**src/logic/spi_pkg.sv**
```systemverilog
package spi_pkg;
    // =====================================================
    // widths and depths
    localparam int WORD_W_DEF     = 8;
    localparam int FIFO_DEPTH_DEF = 32;
    localparam int BAUD_W         = 15;
    localparam int SEL_N          = 4;
    // =====================================================
    // control word field positions
    localparam int CTRL_W         = 16;
    localparam int CPOL_POS       = 11;
    localparam int CPHA_POS       = 10;
    // =====================================================
    // timing: half-period floor in core clock cycles, the rest in half periods of the serial clock
    localparam logic [BAUD_W-1:0] MIN_HALF = 15'h0002;
    localparam int LEAD_HALVES    = 1;
    localparam int LAG_HALVES     = 1;
    localparam int GAP_HALVES     = 4;
    // =====================================================
    // reset values
    localparam logic [SEL_N-1:0] SEL_IDLE = 4'hF;
    // =====================================================
    // master sequencer
    typedef enum logic [2:0] {
        ST_IDLE  = 3'h0,
        ST_LEAD  = 3'h1,
        ST_SHIFT = 3'h3,
        ST_LAG   = 3'h2,
        ST_GAP   = 3'h6
    } state_t;
endpackage : spi_pkg

```
**src/logic/fifo_if.sv**
```systemverilog
interface fifo_if #(
    parameter int W = 8
);
    logic         fill_valid;
    logic         fill_ready;
    logic [W-1:0] fill_data;
    logic         drain_valid;
    logic         drain_ready;
    logic [W-1:0] drain_data;

    modport buffer (
        input  fill_valid, fill_data, drain_ready,
        output fill_ready, drain_valid, drain_data
    );
    modport user (
        output fill_valid, fill_data, drain_ready,
        input  fill_ready, drain_valid, drain_data
    );
endinterface : fifo_if

```
**src/logic/spi_port.sv**
```systemverilog
// How it works
// - transmit and receive shift registers move one bit per serial clock period, transmit on the drive edge, receive on the sample edge.
// - as master, drive the clock, the slave selects and MOSI; sample MISO.
// - as slave, shift MOSI in and drive the transmit register onto MISO.
// - buffered transmit words load the shifter; finished words land in receive buffer.
// - master drives up to four select outputs wired to slave selects.
// - serial clock toggles only during a word, one active edge per bit.
// - master clock rate comes from a 15-bit divisor, at most a quarter core rate.
// - slave ignores divisor and treats the clock pin as input; master drives it.
// - slave ignores serial clock while its select input is high.
// - data changes on active edge, sampled on opposite; polarity bit 11, phase bit 10.
// - at least two clock periods between last edge of a word and next first.
// - phase 0: hardware drives enabled selects; phase 1: software select values.
// - select input is active low, input only, driven by the remote master.
// - as master, a low select input is a mode fault from another master.
// - MOSI is output as master, input as slave.
// - MISO is input as master, output as slave.
// - always full duplex, except broadcast slaves that receive without driving MISO.
// - disabled port does no transfers; flag pins go general purpose; select resets slave.
// - open drain: data output floats for one, drives low for zero.
// - empty transmit buffer sends zeros or repeats the last word.
// - full receive buffer is overwritten with get-more, else new word is dropped.
module spi_port #(
    parameter int WORD_W     = spi_pkg::WORD_W_DEF,
    parameter int FIFO_DEPTH = spi_pkg::FIFO_DEPTH_DEF
) (
    // clock and reset
    input  wire logic                       clk,
    input  wire logic                       rst_n,
    // configuration
    input  wire logic                       port_enable,
    input  wire logic                       master_mode,
    input  wire logic                       multimaster_enable,
    input  wire logic [spi_pkg::CTRL_W-1:0] port_control_reg,
    input  wire logic                       open_drain_enable,
    input  wire logic                       send_zeros,
    input  wire logic                       get_more,
    input  wire logic                       miso_drive_enable,
    input  wire logic [spi_pkg::BAUD_W-1:0] baud_divisor,
    input  wire logic [spi_pkg::SEL_N-1:0]  select_output_enable,
    input  wire logic [spi_pkg::SEL_N-1:0]  select_output_value,
    input  wire logic [spi_pkg::SEL_N-1:0]  flag_pins_gpio,
    // transmit buffer fill side
    input  wire logic                       tx_valid,
    input  wire logic [WORD_W-1:0]          tx_data,
    output logic                            tx_ready,
    input  wire logic                       start_xfer,
    // receive buffer
    output logic                            rx_valid,
    output logic [WORD_W-1:0]               rx_data,
    input  wire logic                       rx_ready,
    // status
    output logic                            busy,
    output logic                            tx_empty,
    output logic                            mode_fault_error,
    output logic                            mode_fault_event,
    input  wire logic                       mode_fault_clear,
    // serial pins
    input  wire logic                       serial_clock_pin_in,
    output logic                            serial_clock_pin_out,
    output logic                            serial_clock_pin_oe,
    input  wire logic                       mosi_in,
    output logic                            mosi_out,
    output logic                            mosi_oe,
    input  wire logic                       miso_in,
    output logic                            miso_out,
    output logic                            miso_oe,
    input  wire logic                       device_select_in_n,
    output logic [spi_pkg::SEL_N-1:0]       select_outputs
);
    localparam int BW = $clog2(WORD_W) + 1;
    localparam int EW = $clog2(2 * WORD_W) + 1;
    localparam logic [EW-1:0] LAST_EDGE = EW'(2 * WORD_W - 1);
    localparam logic [BW-1:0] LAST_BIT  = BW'(WORD_W - 1);

    // never below the floor, so the clock stays at or under a quarter core rate
    function automatic logic [spi_pkg::BAUD_W-1:0] half_len(input logic [spi_pkg::BAUD_W-1:0] d);
        half_len = (d < spi_pkg::MIN_HALF) ? spi_pkg::MIN_HALF : d;
    endfunction : half_len

    // =====================================================
    // pin synchronisers: sclk, mosi, miso, select
    logic [3:0] sync1_r;
    logic [3:0] sync2_r;
    logic       sclk_d_r;
    logic       sel_d_r;
    logic       sclk_s;
    logic       mosi_s;
    logic       miso_s;
    logic       sel_s_n;

    always_ff @(posedge clk) begin
        if (!rst_n) begin
            sync1_r  <= 4'hF;
            sync2_r  <= 4'hF;
            sclk_d_r <= 1'b1;
            sel_d_r  <= 1'b1;
        end else begin
            sync1_r  <= {device_select_in_n, miso_in, mosi_in, serial_clock_pin_in};
            sync2_r  <= sync1_r;
            sclk_d_r <= sync2_r[0];
            sel_d_r  <= sync2_r[3];
        end
    end
    assign sclk_s  = sync2_r[0];
    assign mosi_s  = sync2_r[1];
    assign miso_s  = sync2_r[2];
    assign sel_s_n = sync2_r[3];

    // =====================================================
    // mode decode
    logic cpol;
    logic cpha;
    logic fault_now;
    logic mode_fault_r;
    logic run;
    logic slave_sel;

    assign cpol      = port_control_reg[spi_pkg::CPOL_POS];
    assign cpha      = port_control_reg[spi_pkg::CPHA_POS];
    assign fault_now = port_enable && master_mode && multimaster_enable && !sel_s_n;
    assign run       = port_enable && master_mode && !mode_fault_r;
    // slave logic sees the clock only while selected and enabled
    assign slave_sel = port_enable && !master_mode && !sel_s_n;

    // =====================================================
    // transmit buffer
    fifo_if #(.W(WORD_W)) txq ();

    word_fifo #(
        .W     (WORD_W),
        .DEPTH (FIFO_DEPTH)
    ) u_tx_fifo (
        .clk   (clk),
        .rst_n (rst_n),
        .fq    (txq.buffer)
    );

    assign txq.fill_valid = tx_valid;
    assign txq.fill_data  = tx_data;
    assign tx_ready       = txq.fill_ready;
    assign tx_empty       = !txq.drain_valid;

    // =====================================================
    // master sequencer and clock generator
    spi_pkg::state_t             state_r;
    spi_pkg::state_t             state_nxt;
    logic [spi_pkg::BAUD_W-1:0]  half_cnt_r;
    logic [2:0]                  halves_r;
    logic [EW-1:0]               edge_idx_r;
    logic                        sclk_r;
    logic                        tick;
    logic                        go;

    assign tick = (state_r != spi_pkg::ST_IDLE) && (half_cnt_r == '0);
    assign go   = run && (txq.drain_valid || start_xfer);

    always_comb begin
        state_nxt = state_r;
        unique case (state_r)
            spi_pkg::ST_IDLE:  if (go) state_nxt = spi_pkg::ST_LEAD;
            spi_pkg::ST_LEAD:  if (tick && halves_r == 3'(spi_pkg::LEAD_HALVES - 1)) state_nxt = spi_pkg::ST_SHIFT;
            spi_pkg::ST_SHIFT: if (tick && edge_idx_r == LAST_EDGE) state_nxt = spi_pkg::ST_LAG;
            spi_pkg::ST_LAG:   if (tick && halves_r == 3'(spi_pkg::LAG_HALVES - 1)) state_nxt = spi_pkg::ST_GAP;
            spi_pkg::ST_GAP:   if (tick && halves_r == 3'(spi_pkg::GAP_HALVES - 1)) state_nxt = spi_pkg::ST_IDLE;
            default:           state_nxt = spi_pkg::ST_IDLE;
        endcase
        if (!run) begin
            state_nxt = spi_pkg::ST_IDLE;
        end
    end

    always_ff @(posedge clk) begin
        if (!rst_n) begin
            state_r <= spi_pkg::ST_IDLE;
        end else begin
            state_r <= state_nxt;
        end
    end

    always_ff @(posedge clk) begin
        if (!rst_n) begin
            half_cnt_r <= '0;
            halves_r   <= '0;
        end else begin
            if (state_r == spi_pkg::ST_IDLE || tick) begin
                half_cnt_r <= half_len(baud_divisor) - 1'b1;
            end else begin
                half_cnt_r <= half_cnt_r - 1'b1;
            end
            if (state_nxt != state_r) begin
                halves_r <= '0;
            end else if (tick) begin
                halves_r <= halves_r + 1'b1;
            end
        end
    end

    // gated clock: toggles only in the shift state, 2*WORD_W edges a word
    always_ff @(posedge clk) begin
        if (!rst_n) begin
            sclk_r     <= 1'b0;
            edge_idx_r <= '0;
        end else if (state_r == spi_pkg::ST_SHIFT) begin
            if (tick) begin
                sclk_r     <= !sclk_r;
                edge_idx_r <= edge_idx_r + 1'b1;
            end
        end else begin
            sclk_r     <= cpol;
            edge_idx_r <= '0;
        end
    end

    // =====================================================
    // edge events shared by master and slave
    logic m_lead;
    logic m_trail;
    logic s_lead;
    logic s_trail;
    logic lead_ev;
    logic trail_ev;
    logic sample_ev;
    logic drive_ev;
    logic load_ev;
    logic din;
    logic word_done;
    logic [BW-1:0] bit_cnt_r;
    logic [1:0]    m_samp_r;

    assign m_lead    = (state_r == spi_pkg::ST_SHIFT) && tick && !edge_idx_r[0];
    assign m_trail   = (state_r == spi_pkg::ST_SHIFT) && tick && edge_idx_r[0];
    assign s_lead    = slave_sel && (sclk_s != cpol) && (sclk_d_r == cpol);
    assign s_trail   = slave_sel && (sclk_s == cpol) && (sclk_d_r != cpol);
    assign lead_ev   = master_mode ? m_lead : s_lead;
    assign trail_ev  = master_mode ? m_trail : s_trail;
    // master samples late by the synchroniser depth, so a quarter-rate bit is still the right one
    assign sample_ev = master_mode ? m_samp_r[1] : (cpha ? s_trail : s_lead);
    assign drive_ev  = cpha ? lead_ev : trail_ev;
    assign din       = master_mode ? miso_s : mosi_s;
    assign word_done = sample_ev && (bit_cnt_r == LAST_BIT);
    // slave loads on select fall; phase 1 words may follow without a select toggle
    assign load_ev   = master_mode ? (state_r == spi_pkg::ST_IDLE && go)
                                   : (slave_sel && (sel_d_r || (word_done && cpha)));
    assign txq.drain_ready = load_ev;

    always_ff @(posedge clk) begin
        if (!rst_n) begin
            m_samp_r <= 2'h0;
        end else begin
            m_samp_r <= {m_samp_r[0], (cpha ? m_trail : m_lead)};
        end
    end

    // =====================================================
    // shift registers
    logic [WORD_W-1:0] tx_sr_r;
    logic [WORD_W-1:0] rx_sr_r;
    logic [WORD_W-1:0] last_word_r;
    logic [WORD_W-1:0] next_word;
    logic [WORD_W-1:0] rx_word;
    logic              out_bit_r;

    assign next_word = txq.drain_valid ? txq.drain_data
                     : (send_zeros ? '0 : last_word_r);
    assign rx_word   = {rx_sr_r[WORD_W-2:0], din};

    always_ff @(posedge clk) begin
        if (!rst_n) begin
            tx_sr_r     <= '0;
            last_word_r <= '0;
            out_bit_r   <= 1'b0;
        end else if (load_ev) begin
            last_word_r <= next_word;
            if (cpha) begin
                tx_sr_r <= next_word;
            end else begin
                // phase 0 puts the first bit out before the first edge
                out_bit_r <= next_word[WORD_W-1];
                tx_sr_r   <= {next_word[WORD_W-2:0], 1'b0};
            end
        end else if (drive_ev) begin
            out_bit_r <= tx_sr_r[WORD_W-1];
            tx_sr_r   <= {tx_sr_r[WORD_W-2:0], 1'b0};
        end
    end

    always_ff @(posedge clk) begin
        if (!rst_n) begin
            rx_sr_r   <= '0;
            bit_cnt_r <= '0;
        end else begin
            if (sample_ev) begin
                rx_sr_r <= rx_word;
            end
            if ((!master_mode && !slave_sel) || (master_mode && load_ev) || word_done) begin
                bit_cnt_r <= '0;
            end else if (sample_ev) begin
                bit_cnt_r <= bit_cnt_r + 1'b1;
            end
        end
    end

    // =====================================================
    // receive buffer, with get-more a new word wins over a read in the same cycle
    logic              rx_full_r;
    logic [WORD_W-1:0] rx_data_r;
    logic              rx_take;

    assign rx_take = word_done && (!rx_full_r || get_more);

    always_ff @(posedge clk) begin
        if (!rst_n) begin
            rx_full_r <= 1'b0;
            rx_data_r <= '0;
        end else begin
            if (rx_take) begin
                rx_full_r <= 1'b1;
                rx_data_r <= rx_word;
            end else if (rx_ready && rx_full_r) begin
                rx_full_r <= 1'b0;
            end
        end
    end
    assign rx_valid = rx_full_r;
    assign rx_data  = rx_data_r;
    assign busy     = (state_r != spi_pkg::ST_IDLE) || (slave_sel && bit_cnt_r != '0);

    // =====================================================
    // mode fault
    logic fault_ev_r;

    always_ff @(posedge clk) begin
        if (!rst_n) begin
            mode_fault_r <= 1'b0;
            fault_ev_r   <= 1'b0;
        end else begin
            fault_ev_r <= fault_now && !mode_fault_r;
            if (fault_now) begin
                mode_fault_r <= 1'b1;
            end else if (mode_fault_clear) begin
                mode_fault_r <= 1'b0;
            end
        end
    end
    assign mode_fault_error = mode_fault_r;
    assign mode_fault_event = fault_ev_r;

    // =====================================================
    // select outputs and pin drivers
    logic [spi_pkg::SEL_N-1:0] sel_r;
    logic                      framing;

    assign framing = (state_r == spi_pkg::ST_LEAD) || (state_r == spi_pkg::ST_SHIFT)
                  || (state_r == spi_pkg::ST_LAG);

    always_ff @(posedge clk) begin
        if (!rst_n) begin
            sel_r <= spi_pkg::SEL_IDLE;
        end else if (!port_enable || !master_mode) begin
            sel_r <= flag_pins_gpio;
        end else if (cpha) begin
            sel_r <= select_output_value;
        end else begin
            sel_r <= ~(select_output_enable & {spi_pkg::SEL_N{framing}});
        end
    end
    assign select_outputs = sel_r;

    // open drain: data pins drive only zeros, a pull-up supplies the ones
    assign serial_clock_pin_out = sclk_r;
    assign serial_clock_pin_oe  = run;
    assign mosi_out = open_drain_enable ? 1'b0 : out_bit_r;
    assign mosi_oe  = run && (!open_drain_enable || !out_bit_r);
    assign miso_out = open_drain_enable ? 1'b0 : out_bit_r;
    assign miso_oe  = slave_sel && miso_drive_enable
                   && (!open_drain_enable || !out_bit_r);
endmodule : spi_port

```
**src/logic/word_fifo.sv**
```systemverilog
module word_fifo #(
    parameter int W     = 8,
    parameter int DEPTH = 32
) (
    // clock and reset
    input  wire logic clk,
    input  wire logic rst_n,
    // both sides
    fifo_if.buffer    fq
);
    localparam int AW = $clog2(DEPTH);

    logic [W-1:0] mem [DEPTH];
    logic [AW:0]  wr_ptr_r;
    logic [AW:0]  rd_ptr_r;
    logic         full;
    logic         empty;

    assign empty = (wr_ptr_r == rd_ptr_r);
    assign full  = (wr_ptr_r[AW] != rd_ptr_r[AW]) && (wr_ptr_r[AW-1:0] == rd_ptr_r[AW-1:0]);
    assign fq.fill_ready  = !full;
    assign fq.drain_valid = !empty;
    assign fq.drain_data  = mem[rd_ptr_r[AW-1:0]];

    always_ff @(posedge clk) begin
        if (fq.fill_valid && !full) begin
            mem[wr_ptr_r[AW-1:0]] <= fq.fill_data;
        end
    end

    always_ff @(posedge clk) begin
        if (!rst_n) begin
            wr_ptr_r <= '0;
            rd_ptr_r <= '0;
        end else begin
            if (fq.fill_valid && !full) begin
                wr_ptr_r <= wr_ptr_r + 1'b1;
            end
            if (fq.drain_ready && !empty) begin
                rd_ptr_r <= rd_ptr_r + 1'b1;
            end
        end
    end
endmodule : word_fifo

```
**config.mk**
```make
export PLATFORM = sky130hd
export DESIGN_NAME = spi_port
export DESIGN_NICKNAME = d
export VERILOG_FILES = /design/src/logic/spi_pkg.sv /design/src/logic/fifo_if.sv /design/src/logic/spi_port.sv /design/src/logic/word_fifo.sv
export SDC_FILE = /design/constraint.sdc
export NUM_CORES = 1
export LEC_CHECK = 0
export ABC_AREA = 1
export BUFFER_PORTS_ARGS = -buffer_cell sky130_fd_sc_hd__buf_2
export CORE_MARGIN = 4
export CORE_UTILIZATION = 30
export DETAILED_ROUTE_END_ITERATION = 7
export SLEW_MARGIN = 20
export SYNTH_ARGS = -nofsm -noshare
export SYNTH_HDL_FRONTEND = slang
export SYNTH_SLANG_ARGS = --single-unit
```
**constraint.sdc**
```tcl
create_clock -name clk -period 2.4 [get_ports clk]
set_input_delay 0.48 -clock clk [delete_from_list [all_inputs] [get_ports clk]]
set_output_delay 0.48 -clock clk [all_outputs]
set_load 0.05 [all_outputs]
```
==> flow_metrics.py, run 1 <==
metrics = {
    "run_status": {
        "outcome": "finished clean",
    },
    "route": {
        "highest_layer": "met4",
        "wl_met2_mm": 17.9,
        "vias": 11700,
        "drt-initial-drc-count": 696,
        "wl_met3_mm": 2.21,
        "firstDrtPassIters": 5,
        "avgViaCountPerCell": 4.63,
        "drc": 0,
        "avgRoutedWirePerCell_um": 15.0,
        "wl_mm": 37.9,
        "drtAntennaViolNets": 0,
        "wl_met1_mm": 16.5,
    },
    "die": {
        "dieHeight_um": 238,
        "die_w_um": 238,
        "core_um2": 52400,
        "top_level_ports": 92,
        "die_area_um2": 56700,
        "floorplan.rows": 84,
        "start_util_pct": 30.3,
    },
    "setup_path": {
        "path_cells": "inv_1, nand2_1, nand2_1, nand3_2, nor3_2, buf_4, nand2_2, inv_2, buf_8",
        "worstPathArrival_ps": 1770,
        "cpPeakStageDelay_ps": 320,
        "crit_type": "register to primary output",
        "crit_family": "simple AND/OR/NAND/NOR gates",
        "path_max_fanout": 3,
        "critical_path_buf_inv_count": 4,
        "cp-start-kind": "register",
        "crit_top_cell": "nand2_1",
        "required_ps": 1920,
        "endpoint_kind": "primary output",
        "r2r_setup_slack_ps": 180,
        "crit_slowest_cell": "dfxtp_2",
    },
    "synthesis": {
        "yosys_most_used_dff": "edfxtp_1",
        "syn_avg_cell_area_um2": 9.18,
        "syn_area_um2": 15900,
        "synth-edff-count": 256,
        "yosysWarnings": 0,
        "seq_area_frac_synth_pct": 60.9,
        "syn_inst": 1729,
        "synth-seq-cells": 355,
        "synth_cell_type_count": 40,
        "syn_nets": 1810,
        "ys_async_sr_fraction_pct": 0,
    },
    "grt": {
        "grt_pass1_wl_mm": 60.3,
        "antenna_found_initial": 2,
        "grt.total_usage_pct": 13.1,
        "grt_pass1_vias": 11300,
        "grt_max_degree": 76,
        "grt-ovfl-total": 0,
    },
    "pwr": {
        "ir_drop_uv": 478,
        "power_frac_comb_pct": 9.5,
        "power.share.switching_pct": 24.0,
        "switching_power_uw": 3340,
        "internal_power_uw": 10600,
        "power_density_nw_per_um2": 753,
        "clockPowerShare_pct": 42.3,
        "leakagePower_uw": 0.00750,
        "power_frac_seq_pct": 48.2,
    },
    "placement": {
        "gp_congestion": 0.850,
        "io_buffers": 77,
        "place_hpwl_mm": 24.7,
        "placed_cells": 2466,
    },
    "cts": {
        "path_clk_slew_ps": 60,
        "tritoncts": "done",
        "htreeDepth": 2,
        "worstSkewPairLatency_ps": 530,
        "postCtsHoldBufs": 0,
        "clock_path_buffers": 3,
        "numClockSinks": 355,
        "cts_root_buffer": "clkbuf_16",
        "numCtsBuffers": 38,
        "post_cts_buffers": 0,
    },
    "cells_and_area": {
        "drive_above_1_share_pct": 13.8,
        "final_common_cell": "nand2_1",
        "layout_common_cells": "490 x nand2_1, 256 x edfxtp_1, 207 x nand3_1",
        "syn_to_final_growth_pct": 16.5,
        "fin_cells": 2536,
        "nets": 1900,
    },
    "run": {
        "drv_cap": 0,
    },
    "timing": {
        "maxSlewHeadroom_pct": 48.2,
        "worstMarginPinSlew_ps": 777,
        "fin_crit_sh_pct": 93.9,
        "fin_hold_ws_ps": 130,
        "min_period_ps": 2250,
        "setup_viol": 0,
        "slew_violations": 0,
        "hold_violations": 0,
        "rsz0062_at_grt": "yes",
        "clock.fmax_mhz": 444,
        "finClkSkew_ps": 22.2,
    },
    "worst_hold_path": {
        "hold_path.class": "input pin to register",
    },
}
[cell type report]
class | instances | area [µm²]
diodes | 1 | 2.50
clock buffers | 48 | 1040
clock inverters | 20 | 220
fillers | 5236 | 34000
inverters | 187 | 703
multi-input cells | 1108 | 5130
flip-flops and latches | 355 | 9680
well taps | 688 | 861
repair buffers | 129 | 861
[power by group through the flow]
stage	clock network, µW	registers [µW]	logic (µW)
global placement	0	6830	1300
finish	5890	6710	1330
global route	6310	6710	1490
detailed placement	0	6830	1320
floorplan	0	6840	830
CTS	6030	6700	1330
[logic make-up after synthesis]
| group | after synthesis | share of synthesized area (%) |
|---|---|---|
| muxes | 1 | 0.0631 |
| adders and majority gates | 13 | 1.02 |
| DFF | 355 | 60.9 |
| and+or+nand+nor | 938 | 25.4 |
| buffers and inverters | 267 | 7.02 |
| AOI/OAI and AO/OA | 143 | 4.91 |
| xor gates and xnor gates | 12 | 0.662 |
[registers in the layout, indices dropped and copies added, names as in the netlist, 4 cells and up, named ones only]
register and flops:
bit_cnt_r 4, edge_idx_r 5, half_cnt_r 15, last_word_r 8, rx_data 8, rx_sr_r 7
select_outputs 4, sync1_r 4, sync2_r 4, tx_sr_r 8, u_tx_fifo.mem 256, u_tx_fifo.rd_ptr_r 6
u_tx_fifo.wr_ptr_r 6
[final timing paths]
check / cells after the start / endpoint / start
max reg2reg: 8 / u_tx_fifo.mem[1][7] / u_tx_fifo.rd_ptr_r[2]
min reg2reg: 1 / sync2_r[1] / sync1_r[1]
min: 2 / sync1_r[2] / miso_in
max: 9 / tx_empty / u_tx_fifo.rd_ptr_r[1]
[stage by stage]
stage	setup TNS (ps)	cell area, µm²	setup slack (ps)	utilization [%]	total power [µW]
2_1_floorplan	0	15900	15.6	-	7670
4_1_cts	0	18400	20.7	35.2	14100
3_5_place_dp	0	17200	136	32.8	8150
6_report	0	18500	146	35.3	13900
3_3_place_gp	0	17200	173	32.8	8140
5_1_grt	-17.4	18500	-11.6	35.3	14500
[layer usage]
metal  vias up  global-route usage (%)
li1       5873                       -
met1      5486                    17.0
met2       293                    21.9
met3        81                    2.46
met4         0                    4.57
met5         -                       0
[synth_stat cells, types with 13 or more instances]
master,number,area share (%)
buf_2,36,1.1
nor3_1,13,0.41
edfxtp_1,256,48
dfxtp_1,99,12
ha_1,13,1.0
a21oi_1,53,1.7
clkbuf_1,28,0.66
nand4_1,19,0.75
nand2_1,491,12
o21ai_0,63,2.0
nor2_1,160,3.8
inv_1,176,4.2
nand3_1,208,6.6
[what timing repair did]
action                                  4_1_cts  5_1_grt
gates cloned                                  0        1
endpoints found under the setup margin        1       93
resized for setup                             1       15
pin swaps                                     0        2
Note: power is estimated with default switching activity, not from simulation.
==> run 2, diff against run 1 <==
- PLACE_DENSITY: default -> 0.48
==> run 2 against run 1 <==
Highest routed layer unchanged. Largest power group unchanged. Clock-buffer cell count is 1 higher. Cell area grew 0.70%. Utilization increased by 0.25 points. Register-to-register slack hardly changed. Clock skew rose by 4.2 ps.
==> flow_metrics.py, run 2 (synthesis results as in run 1) <==
metrics = {
    "die": {
        "start_util_pct": 30.3,
        "dieHeight_um": 238,
        "top_level_ports": 92,
        "core_um2": 52400,
        "floorplan.rows": 84,
        "die_area_um2": 56700,
        "die_w_um": 238,
    },
    "timing": {
        "setup_viol": 0,
        "min_period_ps": 2260,
        "clock.fmax_mhz": 443,
        "hold_violations": 0,
        "fin_hold_ws_ps": 112,
        "worstMarginPinSlew_ps": 766,
        "maxSlewHeadroom_pct": 48.9,
        "rsz0062_at_grt": "yes",
        "timing.setup.tns_ps": 0,
        "fin_crit_sh_pct": 94.1,
        "finClkSkew_ps": 26.3,
        "setup_slack_ps": 142,
        "slew_violations": 0,
    },
    "grt": {
        "grt_max_degree": 71,
        "grt_pass1_wl_mm": 65.1,
        "grt_pass1_vias": 11500,
        "grt-ovfl-total": 0,
        "antenna_found_initial": 2,
        "grt.total_usage_pct": 14.5,
    },
    "cts": {
        "htreeDepth": 2,
        "path_clk_slew_ps": 60,
        "clock_path_buffers": 3,
        "cts_root_buffer": "clkbuf_16",
        "numClockSinks": 355,
        "postCtsHoldBufs": 0,
        "numCtsBuffers": 40,
        "worstSkewPairLatency_ps": 560,
        "tritoncts": "done",
    },
    "setup_path": {
        "cpPeakStageDelay_ps": 320,
        "cp-start-kind": "register",
        "crit_slowest_cell": "dfxtp_1",
        "crit_type": "register to primary output",
        "crit_family": "buffers and inverters",
        "required_ps": 1920,
        "path_max_fanout": 3,
        "path_cells": "inv_1, nand2_1, nand2_1, nand3_1, nor3_2, buf_4, nand2_2, inv_1, buf_6",
        "critical_path_buf_inv_count": 4,
        "endpoint_kind": "primary output",
        "worstPathArrival_ps": 1780,
    },
    "route": {
        "drt-initial-drc-count": 700,
        "drc": 0,
        "vias": 11700,
        "drtAntennaViolNets": 0,
        "firstDrtPassIters": 6,
        "wl_mm": 41.7,
        "avgRoutedWirePerCell_um": 16.4,
        "avgViaCountPerCell": 4.61,
    },
    "placement": {
        "io_buffers": 77,
        "place_hpwl_mm": 27.5,
        "dp_slack_ps": 93.7,
        "gp_congestion": 0.834,
    },
    "cells_and_area": {
        "largest_reg_flops": 256,
        "drive_above_1_share_pct": 14.7,
        "nets": 1912,
        "layout_common_cells": "489 x nand2_1, 256 x edfxtp_1, 208 x nand3_1",
        "syn_to_final_growth_pct": 17.3,
        "final_common_cell": "nand2_1",
    },
    "run": {
        "drv_cap": 0,
    },
    "worst_hold_path": {
        "hold_path.class": "input pin to register",
    },
    "pwr": {
        "leakagePower_uw": 0.00756,
        "power_density_nw_per_um2": 744,
        "ir_drop_uv": 532,
    },
    "run_status": {
        "outcome": "finished clean",
    },
}
[run 2: through the flow]
stage	total power (µW)	util (%)	area, µm²	cells
6_report	13900	35.5	18600	2547
5_1_grt	14500	35.5	18600	2546
4_1_cts	14100	35.4	18600	2544
3_5_place_dp	8240	33.0	17300	2476
3_3_place_gp	8230	33.0	17300	2476
2_1_floorplan	7670	-	15900	1729
[run 2: timing repair]
action	4_1_cts	5_1_grt
setup buffers	0	1
resized for setup	2	22
pin swaps	0	2
endpoints found under the setup margin	1	122
[run 2: area by class of cell]
cell class | count | area (µm²)
Fill cell | 5276 | 33800
Sequential cell | 355 | 9680
Multi-Input combinational cell | 1107 | 5140
Clock buffer | 49 | 1090
Timing Repair Buffer | 140 | 1010
Tap cell | 688 | 861
Inverter | 187 | 703
Clock inverter | 19 | 133
Antenna cell | 2 | 5.00
[run 2: worst paths after layout]
path	start	to	slack (ps)	cells past startpoint
worst max-delay path	u_tx_fifo.wr_ptr_r[1]	tx_empty	140	9
worst min register to register	sync1_r[1]	sync2_r[1]	410	1
worst max register to register	half_cnt_r[7]	half_cnt_r[12]	190	15
worst min-delay path	device_select_in_n	sync1_r[3]	110	2
[run 2: report_power, final]
group / switching [µW] / leakage [µW] / total [µW] / internal [µW]
sequential: 45.2 / 0.00312 / 6710 / 6660
combinational: 963 / 0.00384 / 1400 / 436
clock: 2430 / 0.000598 / 5750 / 3320
total: 3440 / 0.00756 / 13900 / 10400
[run 2: per-layer routing]
layer	wire [µm]	GRT usage, %	vias up
met3	1880	2.72	78
met1	18500	19.3	5522
li1	-	-	5894
met2	19800	23.9	235
met4	1500	5.36	0
met5	0	0	-
